==> src/include/uart_rx_regs.svh <==
// Purpose: register map, field positions, reset values and sample counts of the receiver
// Assumes: byte addresses on a 32-bit avalon slave, one register per aligned word
// Notes: definitions only
`ifndef UART_RX_REGS_SVH
`define UART_RX_REGS_SVH

// register byte offsets
`define OFS_STATUS_A 4'h0
`define OFS_CTRL_B 4'h4
`define OFS_CTRL_C 4'h8
`define OFS_DATA 4'hc

// status_register_a fields
`define SA_RXC 7
`define SA_FE 4
`define SA_DOR 3
`define SA_PE 2

// control_register_b fields
`define CB_RECEIVE_COMPLETE_IRQ_ENABLE 7
`define CB_RECEIVER_ENABLE 4
`define CB_SZ2 2
`define CB_NINTH 1
`define CB_WMASK 8'h94

// control_register_c fields
`define CC_PEN 5
`define CC_PODD 4
`define CC_STOP2 3
`define CC_SZ_HI 2
`define CC_SZ_LO 1
`define CC_U2X 0

// reset values
`define CTRL_B_RESET 8'h00
`define CTRL_C_RESET 8'h06

// buffered frame word: {overrun, parity err, framing err, data[8:0]}
`define FRAME_W 12
`define FR_DOR 11
`define FR_PE 10
`define FR_FE 9
`define FR_NINTH 8

// oversampling per bit and first voted sample
`define SPB_NORMAL 5'h10
`define SPB_DOUBLE 5'h08
`define VOTE_NORMAL 5'h08
`define VOTE_DOUBLE 5'h04
`define CHAR_SZ_NINE 3'h7

`endif

==> src/include/uart_rx_pkg.sv <==
// Purpose: types shared by the receiver files
// Assumes: uart_rx_regs.svh holds the register map and sample constants
// Notes: receiver state codes are one-hot
package uart_rx_pkg;

  typedef enum logic [4:0] {
    ST_IDLE = 5'h01,
    ST_START = 5'h02,
    ST_DATA = 5'h04,
    ST_PARITY = 5'h08,
    ST_STOP = 5'h10
  } rx_state_t;

endpackage

==> src/hdl/rx_frame_fifo.sv <==
// Purpose: small frame buffer of the receiver, oldest entry held in a register
// Assumes: push is ignored when full, pop ignored when empty
// Notes: head entry is always slot 0, so read data come straight from a flip-flop
`timescale 1ns/100ps
`default_nettype none

module rx_frame_fifo #(
  parameter int unsigned WIDTH = 12,
  parameter int unsigned DEPTH = 2
) (
  // clock and reset
  input wire logic clk,
  input wire logic rst,
  // control
  input wire logic flush,
  input wire logic push,
  input wire logic [WIDTH-1:0] push_data,
  input wire logic pop,
  // state
  output logic [WIDTH-1:0] head,
  output logic full,
  output logic empty
);

  localparam int unsigned CW = $clog2(DEPTH + 1);

  typedef struct packed {
    logic [DEPTH-1:0][WIDTH-1:0] mem;
    logic [CW-1:0] cnt;
  } fifo_state_t;

  fifo_state_t q;
  fifo_state_t next_q;
  logic do_pop;
  logic do_push;
  logic [CW-1:0] wr_idx;

  always_comb begin
    next_q = q;
    do_pop = pop && (q.cnt != '0);
    do_push = push && (q.cnt != CW'(DEPTH));
    wr_idx = q.cnt;
    if (do_pop) begin
      for (int i = 0; i < DEPTH - 1; i++) begin
        next_q.mem[i] = q.mem[i + 1];
      end
      next_q.mem[DEPTH-1] = '0;
      wr_idx = q.cnt - CW'(1);
    end
    if (do_push) begin
      next_q.mem[wr_idx] = push_data;
    end
    next_q.cnt = q.cnt + CW'(do_push) - CW'(do_pop);
    if (flush) begin
      next_q.mem = '0;
      next_q.cnt = '0;
    end
  end

  always_ff @(posedge clk) begin
    if (rst) begin
      q <= '0;
    end else begin
      q <= next_q;
    end
  end

  assign head = q.mem[0];
  assign full = (q.cnt == CW'(DEPTH));
  assign empty = (q.cnt == '0);

endmodule

`default_nettype wire

==> src/hdl/uart_rx.sv <==
// Purpose: uart receive side with start detect, majority vote and a two-frame buffer
// Assumes: SAMPLE_TICK pulses once per oversample period; RXD already synchronous
// Notes: registers reached over avalon-mm, every access answered on its second cycle
//
// Function
// - ninth bit buffered; data read advances
// - rxc flag set while buffer non-empty
// - receiver disable flushes buffer, clears rxc
// - irq level while rxc and enabled
// - error flags buffered with their frame
// - status writes leave error flags
// - error flags never raise interrupts
// - framing error means first stop low
// - only first stop bit checked
// - overrun on start with buffer full and a frame waiting
// - overrun clears on successful transfer
// - parity checked only when enabled
// - parity error zero when checking off
// - disable abandons frame in progress
// - pin override released when disabled
// - sixteen or eight samples per bit
// - falling edge starts, first low sample one
// - vote samples 8-10 or 4-6
// - high majority rejects start as noise
// - resynchronise on every start bit
// - bits decided by centre majority vote
// - first stop moves frame to buffer
//
// Chosen here: the placing of the registers and the Avalon-MM slave port.
`timescale 1ns/100ps
`default_nettype none
`include "uart_rx_regs.svh"

module uart_rx import uart_rx_pkg::*; #(
  parameter int unsigned FIFO_DEPTH = 2
) (
  // clock and reset
  input wire logic CLOCK,
  input wire logic RST,
  // avalon-mm slave
  input wire logic [3:0] ADDRESS,
  input wire logic READ,
  input wire logic WRITE,
  input wire logic [3:0] BYTEENABLE,
  input wire logic [31:0] WRITEDATA,
  output logic [31:0] READDATA,
  output logic WAITREQUEST,
  // serial line and baud tick
  input wire logic RXD,
  input wire logic SAMPLE_TICK,
  output logic RXD_OVERRIDE,
  // interrupt request
  output logic RX_IRQ
);

  typedef struct packed {
    rx_state_t fsm;
    logic [4:0] cnt;
    logic [3:0] bitidx;
    logic [1:0] votes;
    logic [8:0] shreg;
    logic par;
    logic prev_line;
    logic pending;
    logic [`FRAME_W-1:0] pend_frame;
    logic dor_pending;
    logic [7:0] ctrl_b;
    logic [7:0] ctrl_c;
    logic ack;
    logic [31:0] rdata;
  } rx_regs_t;

  rx_regs_t q;
  rx_regs_t next_q;

  logic fifo_push;
  logic [`FRAME_W-1:0] fifo_din;
  logic fifo_pop;
  logic [`FRAME_W-1:0] fifo_head;
  logic fifo_full;
  logic fifo_empty;
  logic rx_en;
  logic dbl;
  logic [4:0] spb;
  logic [4:0] vfirst;
  logic [3:0] nbits;
  logic bit_val;
  logic decide;
  logic [`FRAME_W-1:0] done_frame;

  function automatic logic majority(input logic [2:0] v);
    majority = (v[0] & v[1]) | (v[0] & v[2]) | (v[1] & v[2]);
  endfunction

  function automatic logic [3:0] char_bits(input logic [2:0] sz);
    if (sz == `CHAR_SZ_NINE) begin
      char_bits = 4'h9;
    end else begin
      char_bits = 4'h5 + {2'b00, sz[1:0]};
    end
  endfunction

  function automatic logic [31:0] read_mux(input logic [3:0] addr, input rx_regs_t r,
                                           input logic [`FRAME_W-1:0] hd, input logic emp);
    read_mux = '0;
    case (addr[3:2])
      2'h0: begin
        // flag from buffer fill, gone once disabled
        read_mux[`SA_RXC] = ~emp & r.ctrl_b[`CB_RECEIVER_ENABLE];
        read_mux[`SA_FE] = hd[`FR_FE];
        read_mux[`SA_DOR] = hd[`FR_DOR];
        read_mux[`SA_PE] = hd[`FR_PE];
      end
      2'h1: begin
        read_mux[7:0] = r.ctrl_b;
        read_mux[`CB_NINTH] = hd[`FR_NINTH];
      end
      2'h2: begin
        read_mux[7:0] = r.ctrl_c;
      end
      default: begin
        read_mux[7:0] = hd[7:0];
      end
    endcase
  endfunction

  rx_frame_fifo #(
    .WIDTH(`FRAME_W),
    .DEPTH(FIFO_DEPTH)
  ) u_fifo (
    .clk(CLOCK),
    .rst(RST),
    .flush(~rx_en),
    .push(fifo_push),
    .push_data(fifo_din),
    .pop(fifo_pop),
    .head(fifo_head),
    .full(fifo_full),
    .empty(fifo_empty)
  );

  always_comb begin
    next_q = q;
    fifo_push = 1'b0;
    fifo_din = q.pend_frame;
    fifo_pop = 1'b0;
    rx_en = q.ctrl_b[`CB_RECEIVER_ENABLE];
    dbl = q.ctrl_c[`CC_U2X];
    spb = dbl ? `SPB_DOUBLE : `SPB_NORMAL;
    vfirst = dbl ? `VOTE_DOUBLE : `VOTE_NORMAL;
    nbits = char_bits({q.ctrl_b[`CB_SZ2], q.ctrl_c[`CC_SZ_HI], q.ctrl_c[`CC_SZ_LO]});
    bit_val = majority({q.votes, RXD});
    // at count n the line holds sample n+1, so vote ends here
    decide = SAMPLE_TICK && (q.cnt == vfirst + 5'h01);
    done_frame = '0;

    if (!rx_en) begin
      next_q.fsm = ST_IDLE;
      next_q.pending = 1'b0;
      next_q.dor_pending = 1'b0;
      next_q.prev_line = 1'b1;
    end else begin
      // waiting frame moves when room frees
      if (q.pending && !fifo_full) begin
        fifo_push = 1'b1;
        fifo_din = q.pend_frame;
        fifo_din[`FR_DOR] = q.dor_pending;
        next_q.pending = 1'b0;
        next_q.dor_pending = 1'b0;
      end
      if (SAMPLE_TICK && q.fsm != ST_IDLE) begin
        next_q.cnt = (q.cnt == spb) ? 5'h01 : q.cnt + 5'h01;
        next_q.votes = {q.votes[0], RXD};
      end
      case (q.fsm)
        ST_IDLE: begin
          if (SAMPLE_TICK) begin
            next_q.prev_line = RXD;
            // falling edge, first low is sample one
            if (q.prev_line && !RXD) begin
              next_q.fsm = ST_START;
              next_q.cnt = 5'h01;
              next_q.votes = '0;
              next_q.shreg = '0;
              next_q.par = 1'b0;
              next_q.bitidx = '0;
              // third frame lost while buffer full
              if (q.pending && fifo_full) begin
                next_q.dor_pending = 1'b1;
                next_q.pending = 1'b0;
              end
            end
          end
        end
        ST_START: begin
          if (decide) begin
            // noise rejected, watch for next edge
            if (bit_val) begin
              next_q.fsm = ST_IDLE;
              next_q.prev_line = RXD;
            end else begin
              next_q.fsm = ST_DATA;
            end
          end
        end
        ST_DATA: begin
          if (decide) begin
            next_q.shreg[q.bitidx] = bit_val;
            next_q.par = q.par ^ bit_val;
            next_q.bitidx = q.bitidx + 4'h1;
            if (q.bitidx + 4'h1 == nbits) begin
              if (q.ctrl_c[`CC_PEN]) begin
                next_q.fsm = ST_PARITY;
              end else begin
                next_q.par = 1'b0;
                next_q.fsm = ST_STOP;
              end
            end
          end
        end
        ST_PARITY: begin
          if (decide) begin
            next_q.par = q.par ^ bit_val ^ q.ctrl_c[`CC_PODD];
            next_q.fsm = ST_STOP;
          end
        end
        ST_STOP: begin
          if (decide) begin
            done_frame[8:0] = q.shreg;
            done_frame[`FR_PE] = q.par;
            // low first stop is a framing error
            done_frame[`FR_FE] = ~bit_val;
            // later stop bits never looked at
            next_q.fsm = ST_IDLE;
            next_q.prev_line = RXD;
            if (!fifo_full) begin
              fifo_push = 1'b1;
              fifo_din = done_frame;
              fifo_din[`FR_DOR] = q.dor_pending;
              next_q.dor_pending = 1'b0;
            end else begin
              next_q.pending = 1'b1;
              next_q.pend_frame = done_frame;
            end
          end
        end
        default: begin
          next_q.fsm = ST_IDLE;
        end
      endcase
    end

    // bus: first cycle latches read data, second cycle completes
    next_q.ack = (READ || WRITE) && !q.ack;
    if (READ && !q.ack) begin
      next_q.rdata = read_mux(ADDRESS, q, fifo_head, fifo_empty);
    end
    if (WRITE && q.ack && BYTEENABLE[0]) begin
      case (ADDRESS[3:2])
        2'h1: begin
          next_q.ctrl_b = WRITEDATA[7:0] & `CB_WMASK;
        end
        2'h2: begin
          next_q.ctrl_c = WRITEDATA[7:0];
        end
        default: begin
          next_q.ctrl_c = q.ctrl_c;
        end
      endcase
    end
    // data read advances to next frame
    if (READ && q.ack && ADDRESS[3:2] == 2'h3) begin
      fifo_pop = 1'b1;
    end
  end

  always_ff @(posedge CLOCK) begin
    if (RST) begin
      q <= '0;
      q.fsm <= ST_IDLE;
      q.prev_line <= 1'b1;
      q.ctrl_b <= `CTRL_B_RESET;
      q.ctrl_c <= `CTRL_C_RESET;
    end else begin
      q <= next_q;
    end
  end

  // combinational handshake keeps a two-cycle answer
  assign WAITREQUEST = (READ || WRITE) && !q.ack;
  assign READDATA = q.rdata;
  assign RXD_OVERRIDE = q.ctrl_b[`CB_RECEIVER_ENABLE];
  // level request, error flags not included
  // errors play no part in the request
  // gated by enable: flush lands one cycle after the write
  assign RX_IRQ = q.ctrl_b[`CB_RECEIVE_COMPLETE_IRQ_ENABLE] && q.ctrl_b[`CB_RECEIVER_ENABLE] && !fifo_empty;

endmodule

`default_nettype wire

==> config.mk <==
export PLATFORM = sky130hd
export DESIGN_NAME = uart_rx
export DESIGN_NICKNAME = d
export VERILOG_FILES = /design/src/include/uart_rx_pkg.sv /design/src/hdl/rx_frame_fifo.sv /design/src/hdl/uart_rx.sv
export VERILOG_INCLUDE_DIRS = /design/src /design/src/include
export SDC_FILE = /design/constraint.sdc
export NUM_CORES = 1
export LEC_CHECK = 0
export BUFFER_PORTS_ARGS = -buffer_cell sky130_fd_sc_hd__buf_4
export CAP_MARGIN = 15
export CORE_MARGIN = 2
export CORE_UTILIZATION = 61
export DETAILED_ROUTE_END_ITERATION = 8
export PLACE_DENSITY_LB_ADDON = 0.3
export SLEW_MARGIN = 15
export SYNTH_ARGS = -nofsm -noshare
export SYNTH_HDL_FRONTEND = slang
export SYNTH_HIERARCHICAL = 1
export SYNTH_SLANG_ARGS = --single-unit
==> constraint.sdc <==
create_clock -name CLOCK -period 8.55 [get_ports CLOCK]
set_clock_uncertainty 0.1 [all_clocks]
set_input_delay 0.855 -clock CLOCK [delete_from_list [all_inputs] [get_ports CLOCK]]
set_output_delay 0.855 -clock CLOCK [all_outputs]
set_load 0.005 [all_outputs]
==> impl_metrics.yaml, run 1 <==
route:
  ant_nets: 0
  routed_wirelength_mm: 10.1
  drcViolationCount: 0
  drtIter0Drc: 192
  firstDrtPassIters: 5
  dr_total_vias: 3630
  wire_per_inst_um: 16.2
  via_per_inst: 5.82
power:
  peakVddDrop_mv: 0.0778
  power_density_mw_per_mm2: 145
  p_switching_mw: 0.172
  pwr-share-comb: 0.045
  sw_frac_of_total: 0.242
  p_int_mw: 0.538
  clkPwrFrac: 0.387
  power_leakage_nw: 1.84
  pwr-share-seq: 0.569
critical_path:
  critPathKind: "reg -> reg"
  endpoint_kind: "flop"
  worstPathArrival_ps: 3390
  crit_top_cell: "nor3_1"
  max_stage_delay_ps: 430
  cp.required_ps: 8740
  crit_chain: "or3b_4 > a211oi_4 > and2_4 > nor2_1 > nor3_1 > nand2b_1 > xnor2_1 > ha_1 > xor2_1 > and3_1 > nor3_1"
  slowest_stage: "dfxtp_1"
  cp.buffers_inverters: 0
  path_max_fanout: 15
  cp_top_family: "simple AND/OR/NAND/NOR gates"
  start_kind: "flop"
synthesis:
  synth_fa_ha_area_frac: 0.0309
  synth_compound_area_frac: 0.157
  synthSimpleGateAreaFrac: 0.186
  synth_edf_count: 0
  ys_ff_latch: 86
  synth_top_family_by_area: "simple AND/OR/NAND/NOR gates"
  syn_area_per_cell_um2: 9.09
  yosysWarnings: 6
  async_reset_ff_frac: 0
  syn-cell-area_mm2: 0.00478
  synthFlopType: "dfxtp_1"
  synthCells: 526
  yosysSeqAreaShare: 0.360
  yosys.area_share.xor_xnor: 0.0257
  muxShareOfSynthArea: 0.129
  synthDistinctLibCells: 71
grt:
  grt_max_degree: 39
  antenna_found_initial: 0
  grt.overflow.total: 0
  grt_pass1_vias: 3410
  track_usage: 0.245
  grt_first_pass_wirelength_mm: 16.6
layout:
  n_fill_cell: 640
  regArea_mm2: 0.00172
  nets: 574
  drive_gt1_frac: 0.148
  antennaDiodeCount: 0
  multiInputGateArea_mm2: 0.00262
  final_area_mm2: 0.00491
  area.growth.synth_to_final_pct: 2.67
status:
  status: "complete, no violations"
timing:
  tightestPinTransition_ps: 1160
  tns_ps: 0
  max_slew_margin: 0.224
  max_freq_mhz: 312
  maxSlewViolCount: 0
  rsz0062_at_grt: "no"
  finalSetupViolCount: 0
  timing.final.hold_violations: 0
  finalWorstPathRequiredPeriod_ps: 3200
  period_share: 0.375
floorplanning:
  die_area_mm2: 0.00856
  std_cell_rows: 32
  start_util: 0.625
  die_h_um: 92.5
  die_w_um: 92.5
  io_pins: 81
  core_area_mm2: 0.00765
hold_path:
  hold_class: "reg -> reg"
clocking:
  clk_path_buf_depth: 2
  clock_latency_ps: 360
  cts_sinks: 86
  cts_tree: "done"
  cts-hold-fix-buffers: 0
  h-tree-depth: 3
  postCtsSetupBuffers: 0
  cts_buffers: 9
  post_cts_resize_count: 0
  root_buffer: "clkbuf_8"
  clkSlewWorstSetupHoldPaths_ps: 90
job:
  drv_cap: 0
placement:
  place_area_mm2: 0.00471
  gp_congestion: 0.861
  dpl.hpwl_mm: 7.21
  portBuffers: 27
==> cells in the mapped netlist (all sizes together) (2+ instances only) <==
cell,number,area (um2)
a21oi,13,68.8
o21a,2,15.0
nand2b,6,45.0
nor2b,9,63.8
a31o,2,17.5
ha,11,138
xor2,8,70.1
o31ai,5,37.5
o22ai,2,12.5
a211oi,4,47.5
o211ai,6,45.0
and3,4,25.0
o21ai,22,110
mux2i,37,370
o2111ai,2,17.5
mux2,16,180
nand3,6,30.0
and4b,2,20.0
a22oi,4,30.0
and2,5,33.8
dfxtp,86,1720
and4,2,17.5
nor2,67,251
nand3b,6,45.0
or3,2,12.5
o41ai,2,17.5
xnor2,6,52.6
a32oi,13,114
o211a,11,110
inv,10,37.5
nor3b,5,37.5
nand2,41,156
a211o,4,35.0
clkbuf,15,60.1
buf,56,429
nor3,12,71.3
mux4,3,67.6
==> path summary, 6_finish.rpt <==
check	start	end	slack, ps	cells past startpoint
worst max-delay path	q[83]$_SDFFE_PP0P_	u_fifo/q[1]$_SDFF_PP0_	5350	11
worst min register to register	READDATA[4]$_SDFFE_PP0P_	READDATA[4]$_SDFFE_PP0P_	360	2
worst max register to register	q[83]$_SDFFE_PP0P_	u_fifo/q[1]$_SDFF_PP0_	5350	11
worst min-delay path	READDATA[4]$_SDFFE_PP0P_	READDATA[4]$_SDFFE_PP0P_	360	2
==> routing by layer <==
metal / vias to the layer above / share of wire / GRT usage
li1: 1790 / - / -
met1: 1737 / 0.45 / 0.329
met2: 92 / 0.49 / 0.406
met3: 11 / 0.051 / 0.0382
met4: 0 / 0.012 / 0.0796
met5: - / 0 / 0
==> power by group through the flow <==
stage / Combinational, mW / Sequential (mW) / Clock [mW]
6_report: 0.0319 / 0.404 / 0.275
5_1_grt: 0.0356 / 0.404 / 0.296
4_1_cts: 0.0316 / 0.404 / 0.281
3_5_place_dp: 0.0314 / 0.413 / 0
3_3_place_gp: 0.0308 / 0.413 / 0
2_1_floorplan: 0.0282 / 0.412 / 0
==> through the flow <==
stage	utilization	setup WS, ps	hold WS, ps	std cells	power (mW)
finish	0.642	5350	361	624	0.710
global route	0.642	5090	378	624	0.736
CTS	0.642	5350	366	624	0.716
detailed placement	0.616	5100	352	608	0.445
global placement	0.616	5190	345	608	0.444
floorplan	-	5370	337	549	0.441
==> placed cells by master (no fill, tap or decap), types with 6 or more instances in the layout <==
cell      Yosys  routed
mux2i_1      37      37
nor2b_1       8       8
nand2_1      40      40
a21oi_1      12      12
nor2_1       67      67
o211a_1      11      11
xnor2_1       6       6
dfxtp_1      86      86
nor3_1       11      11
o211ai_1      6       6
ha_1         11      11
nand3b_1      6       6
a32oi_1      13      13
buf_4        47      28
nand3_1       6       6
xor2_1        8       8
o21ai_0      20      20
inv_1        10      10
clkbuf_8      0      11
conb_1        1      24
mux2_2       15      15
==> worst register-to-register path, delay by kind of cell (launching register included) <==
| family | cells | cell delay [ps] |
|---|---|---|
| fa+ha+maj | 1 | 210 |
| compound gates | 1 | 360 |
| simple gates | 7 | 1630 |
| xor+xnor | 2 | 410 |
| flops | 1 | 430 |
==> flip-flops by register name (all words and copies together) (netlist names) <==
signal and count:
READDATA 8, RXD_OVERRIDE 1, dbl 1, q 50, u_fifo/head 12, u_fifo/q 14
==> cell type report <==
| class | instances | share of cell area |
|---|---|---|
| sequential | 86 | 0.351 |
| timing repair buffer | 28 | 0.0428 |
| clock inverter | 5 | 0.00841 |
| tap | 102 | 0.0260 |
| multi-input combinational | 382 | 0.533 |
| inverter | 10 | 0.00765 |
| clock buffer | 11 | 0.0309 |
==> kinds of logic (layout without fill, tap and decap cells) <==
family,after synthesis,after routing
simple gates,176,176
compound gates,100,100
flops,86,86
buf+inv,81,54
mux,56,56
xor+xnor,14,14
fa+ha+maj,12,12
other cells,1,24
Note: power is estimated with default switching activity, not from simulation.
==> run 2: changes to the inputs <==
Settings changed: CORE_UTILIZATION 61 to 51.
Clock period 8.55 ns to 2.9 ns, I/O delays scaled along.
==> impl_metrics.yaml, run 2 (synthesis results as in run 1) <==
critical_path:
  critPathKind: "reg -> reg"
  cp.required_ps: 3090
  start_kind: "flop"
  worst-r2r-cell-count: 11
  r2r_slack_ps: 170
  r2r-end: "u_fifo/q[1]$_SDFF_PP0_"
  worstPathArrival_ps: 2920
  cp_top_family: "simple AND/OR/NAND/NOR gates"
  path_max_fanout: 6
  reg2reg_from: "q[83]$_SDFFE_PP0P_"
  slowest_stage: "dfxtp_1"
  crit_chain: "or3b_4 > a211oi_4 > and2_4 > nor2_1 > nor3_2 > nand2b_1 > xnor2_1 > ha_1 > xor2_1 > and3_1 > nor3_1"
  cp.buffers_inverters: 0
  endpoint_kind: "flop"
  max_stage_delay_ps: 440
timing:
  period_share: 0.940
  timing.hold.ws_ps: 38.9
  max_slew_margin: 0.345
  tightestPinTransition_ps: 980
  finalWorstPathRequiredPeriod_ps: 2730
  tns_ps: 0
  rsz0062_at_grt: "no"
  maxSlewViolCount: 0
  timing.final.hold_violations: 0
  setup_slack_ps: 174
  max_freq_mhz: 367
  finalSetupViolCount: 0
floorplanning:
  io_pins: 81
  std_cell_rows: 35
  core_area_mm2: 0.00915
  die_area_mm2: 0.0102
  die_w_um: 101
  start_util: 0.522
  die_h_um: 101
grt:
  track_usage: 0.209
  grt_max_degree: 39
  antenna_found_initial: 0
  grt_first_pass_wirelength_mm: 16.7
  grt.overflow.total: 0
  grt_pass1_vias: 3408
layout:
  drive_gt1_frac: 0.169
  final_cell_mix: "86 x dfxtp_1, 67 x nor2_1, 40 x nand2_1, 39 x buf_4, 37 x mux2i_1"
  top_register: "q"
  layout_commonest_cell: "dfxtp_1"
  n_fill_cell: 825
  post-route-util: 0.547
  antennaDiodeCount: 0
  largest_reg_flops: 50
  area.growth.synth_to_final_pct: 4.76
  nets: 585
route:
  drcViolationCount: 0
  wire_per_inst_um: 16.1
  ant_nets: 0
  routed_wirelength_mm: 10.4
  drtIter0Drc: 186
  dr_total_vias: 3689
  via_per_inst: 5.73
  firstDrtPassIters: 5
power:
  sw_frac_of_total: 0.252
  pwr-share-comb: 0.046
  power_leakage_nw: 1.90
  p_switching_mw: 0.530
  power_density_mw_per_mm2: 420
  power_mw: 2.10
  peakVddDrop_mv: 0.205
  clkPwrFrac: 0.388
  pwr-share-seq: 0.566
  p_int_mw: 1.57
clocking:
  cts_sinks: 86
  clk_path_buf_depth: 2
  postCtsSetupBuffers: 0
  root_buffer: "clkbuf_8"
  cts_buffers: 9
  clkSlewWorstSetupHoldPaths_ps: 100
  cts-hold-fix-buffers: 0
  h-tree-depth: 3
  clock_latency_ps: 360
  post_cts_resize_count: 0
  cts_tree: "done"
hold_path:
  holdCritStartpoint: "WRITEDATA[1]"
  worstHoldEndpoint: "q[34]$_SDFFE_PP1P_"
  hold_class: "in -> reg"
  hold_path_depth: 2
placement:
  portBuffers: 27
  place_ws_ps: 66.7
  gp_congestion: 0.791
  dpl.hpwl_mm: 7.38
status:
  status: "complete, no violations"
job:
  drv_cap: 0
run 2: cell count changes in the layout (fill, tap and decap cells not counted), sizes merged:
cell      change
inv           +2
clkinvlp      -1
buf          +11
clkbuf        -1
run 2: final cells by class:
class	count	area [um2]	area share
tap	111	139	0.0277
timing repair buffer	39	293	0.0585
clock buffer	10	138	0.0275
clock inverter	6	51.3	0.0102
inverter	10	37.5	0.00750
sequential	86	1720	0.344
multi-input combinational	382	2630	0.525
run 2: worst register-to-register path: stages, from the launching register on:
cell and delay (ps):
dfxtp_1 440, or3b_4 440, a211oi_4 260, and2_4 200, nor2_1 70, nor3_2 230
nand2b_1 150, xnor2_1 150, ha_1 200, xor2_1 150, and3_1 180, nor3_1 110
run 2: worst max-delay path by stage:
| stage | from | endpoint | slack (ps) | cells after the start |
|---|---|---|---|---|
| 2_1_floorplan | q[83]$_SDFFE_PP0P_ | u_fifo/q[1]$_SDFF_PP0_ | 140 | 12 |
| 3_3_place_gp | q[83]$_SDFFE_PP0P_ | u_fifo/q[1]$_SDFF_PP0_ | 120 | 11 |
| 3_5_place_dp | q[83]$_SDFFE_PP0P_ | u_fifo/q[1]$_SDFF_PP0_ | 70 | 11 |
| 4_1_cts | q[83]$_SDFFE_PP0P_ | u_fifo/q[1]$_SDFF_PP0_ | 40 | 11 |
| 5_1_grt | q[83]$_SDFFE_PP0P_ | u_fifo/q[1]$_SDFF_PP0_ | 40 | 11 |
| 6_report | q[83]$_SDFFE_PP0P_ | u_fifo/q[1]$_SDFF_PP0_ | 170 | 11 |
run 2: through the flow:
stage	instances	instance area, um2
2_1_floorplan	549	4870
3_3_place_gp	628	4810
3_5_place_dp	628	4810
4_1_cts	644	5000
5_1_grt	644	5010
6_report	644	5010
run 2: metal layers:
layer  GRT usage  up-vias  share of wire
met5           0        -              0
li1            -     1811              -
met2       0.327       83           0.47
met3      0.0333       11          0.036
met1       0.292     1784           0.48
met4      0.0727        0          0.013
run 2: power by group through the flow:
stage | Sequential (mW) | Combinational (mW) | Clock, mW
5_1_grt | 1.19 | 0.108 | 0.880
4_1_cts | 1.19 | 0.0962 | 0.827
3_3_place_gp | 1.22 | 0.0946 | 0
2_1_floorplan | 1.22 | 0.0831 | 0
6_report | 1.19 | 0.0964 | 0.815
3_5_place_dp | 1.22 | 0.0960 | 0
==> run 3: changes to the inputs <==
Settings changed: CORE_UTILIZATION 51 to 53, CTS_BUF_LIST from default to sky130_fd_sc_hd__clkbuf_4.
==> impl_metrics.yaml, run 3 (synthesis results as in run 1) <==
hold_path:
  holdCritStartpoint: "WRITEDATA[6]"
  worstHoldEndpoint: "q[39]$_SDFFE_PP0P_"
  hold_class: "in -> reg"
  hold_path_depth: 3
layout:
  antennaDiodeCount: 0
  largest_reg_flops: 50
  nets: 589
  top_register: "q"
  final_cell_mix: "86 x dfxtp_1, 67 x nor2_1, 40 x nand2_1, 39 x buf_4, 37 x mux2i_1"
  final_area_mm2: 0.00506
  drive_gt1_frac: 0.166
  area.growth.synth_to_final_pct: 5.92
  layout_commonest_cell: "dfxtp_1"
  stdcell_count: 645
floorplanning:
  std_cell_rows: 34
  die_h_um: 99.0
  start_util: 0.548
  core_area_mm2: 0.00872
  die_area_mm2: 0.00979
  io_pins: 81
  die_w_um: 99.0
critical_path:
  worstPathArrival_ps: 2980
  worst-r2r-cell-count: 11
  r2r-end: "u_fifo/q[1]$_SDFF_PP0_"
  max_stage_delay_ps: 430
  slowest_stage: "dfxtp_1"
  cp.required_ps: 3140
  path_max_fanout: 6
  endpoint_kind: "flop"
  start_kind: "flop"
  r2r_slack_ps: 160
  crit_chain: "or3b_4 > a211oi_4 > and2_4 > nor2_1 > nor3_2 > nand2b_1 > xnor2_1 > ha_1 > xor2_1 > and3_1 > nor3_1"
  cp.buffers_inverters: 0
  cp_top_family: "simple AND/OR/NAND/NOR gates"
  reg2reg_from: "q[83]$_SDFFE_PP0P_"
  critPathKind: "reg -> reg"
clocking:
  cts_tree: "done"
  clkSlewWorstSetupHoldPaths_ps: 140
  clk_path_buf_depth: 2
  clock_latency_ps: 420
  cts_sinks: 86
  root_buffer: "clkbuf_4"
  h-tree-depth: 3
  cts_buffers: 9
  postCtsSetupBuffers: 0
grt:
  grt_max_degree: 21
  grt_pass1_vias: 3562
  antenna_found_initial: 0
  grt_first_pass_wirelength_mm: 16.9
  track_usage: 0.210
  grt.overflow.total: 0
timing:
  finalSetupViolCount: 0
  finalWorstPathRequiredPeriod_ps: 2740
  tns_ps: 0
  tightestPinTransition_ps: 1040
  max_slew_margin: 0.296
  rsz0062_at_grt: "no"
  period_share: 0.945
  timing.final.hold_violations: 0
  maxSlewViolCount: 0
  max_freq_mhz: 365
route:
  drcViolationCount: 0
  dr_total_vias: 3682
  drtIter0Drc: 133
  routed_wirelength_mm: 10.1
  ant_nets: 0
  wire_per_inst_um: 15.7
  firstDrtPassIters: 5
  via_per_inst: 5.71
power:
  peakVddDrop_mv: 0.263
  power_density_mw_per_mm2: 441
  power_leakage_nw: 1.93
status:
  status: "complete, no violations"
placement:
  dpl.hpwl_mm: 7.39
  portBuffers: 27
  gp_congestion: 0.855
  place_area_mm2: 0.00481
  placedCellCount: 625
job:
  drv_cap: 0
-- run 3: cell types whose count changed in the layout (fill, tap and decap cells not counted), moves of 2 or more --
| cell | delta |
|---|---|
| clkinv_4 | -2 |
| dlygate4sd3_1 | +4 |
| clkbuf_8 | -10 |
| inv_6 | -2 |
| clkbuf_4 | +10 |
| bufinv_16 | +4 |
-- run 3: per-layer routing --
layer | vias to the layer above | share of wire | GRT usage
met5 | - | 0 | 0
met4 | 0 | 0.0097 | 0.0580
met3 | 10 | 0.050 | 0.0376
met2 | 100 | 0.47 | 0.347
met1 | 1758 | 0.46 | 0.285
li1 | 1814 | - | -
-- run 3: cell type report --
cell class | instances | area (um2)
fill | 750 | 3660
multi-input combinational | 382 | 2630
sequential | 86 | 1720
timing repair buffer | 43 | 333
tap | 108 | 135
clock inverter | 6 | 133
clock buffer | 10 | 75.1
inverter | 10 | 37.5
-- run 3: worst reg2reg max path, cell delays in order, from the launching register on --
cell	delay (ps)
dfxtp_1	430
or3b_4	430
a211oi_4	260
and2_4	200
nor2_1	70
nor3_2	200
nand2b_1	130
xnor2_1	150
ha_1	210
xor2_1	160
and3_1	190
nor3_1	140
-- run 3: worst max path at each step --
stage,startpoint,endpoint,slack [ps],cells after the start
3_3_place_gp,q[83]$_SDFFE_PP0P_,u_fifo/q[1]$_SDFF_PP0_,160,11
3_5_place_dp,q[83]$_SDFFE_PP0P_,u_fifo/q[1]$_SDFF_PP0_,110,11
4_1_cts,q[83]$_SDFFE_PP0P_,u_fifo/q[1]$_SDFF_PP0_,50,11
5_1_grt,q[83]$_SDFFE_PP0P_,u_fifo/q[1]$_SDFF_PP0_,9,11
2_1_floorplan,q[83]$_SDFFE_PP0P_,u_fifo/q[1]$_SDFF_PP0_,140,12
6_report,q[83]$_SDFFE_PP0P_,u_fifo/q[1]$_SDFF_PP0_,160,11
-- run 3: repair_timing --
action / 4_1_cts / 5_1_grt
hold buffers: 4 / 0
endpoints found under the hold margin: 4 / 0
gates resized for setup: 0 / 1
endpoints found under the setup margin: 0 / 1
-- run 3: report_power, final --
part           switching (mW)  leakage, nW  internal [mW]
clock                   0.408        0.109          0.534
sequential            0.00457        0.693           1.19
combinational          0.0583         1.13         0.0424
-- run 3: stage by stage --
step	util	hold WS, ps	total power [mW]	setup WS, ps
after floorplan	-	308	1.30	144
after global placement	0.552	347	1.31	160
after detailed placement	0.552	352	1.31	107
after CTS	0.580	4.24	2.25	53.3
after global routing	0.580	12.4	2.31	8.61
final	0.580	12.1	2.23	160
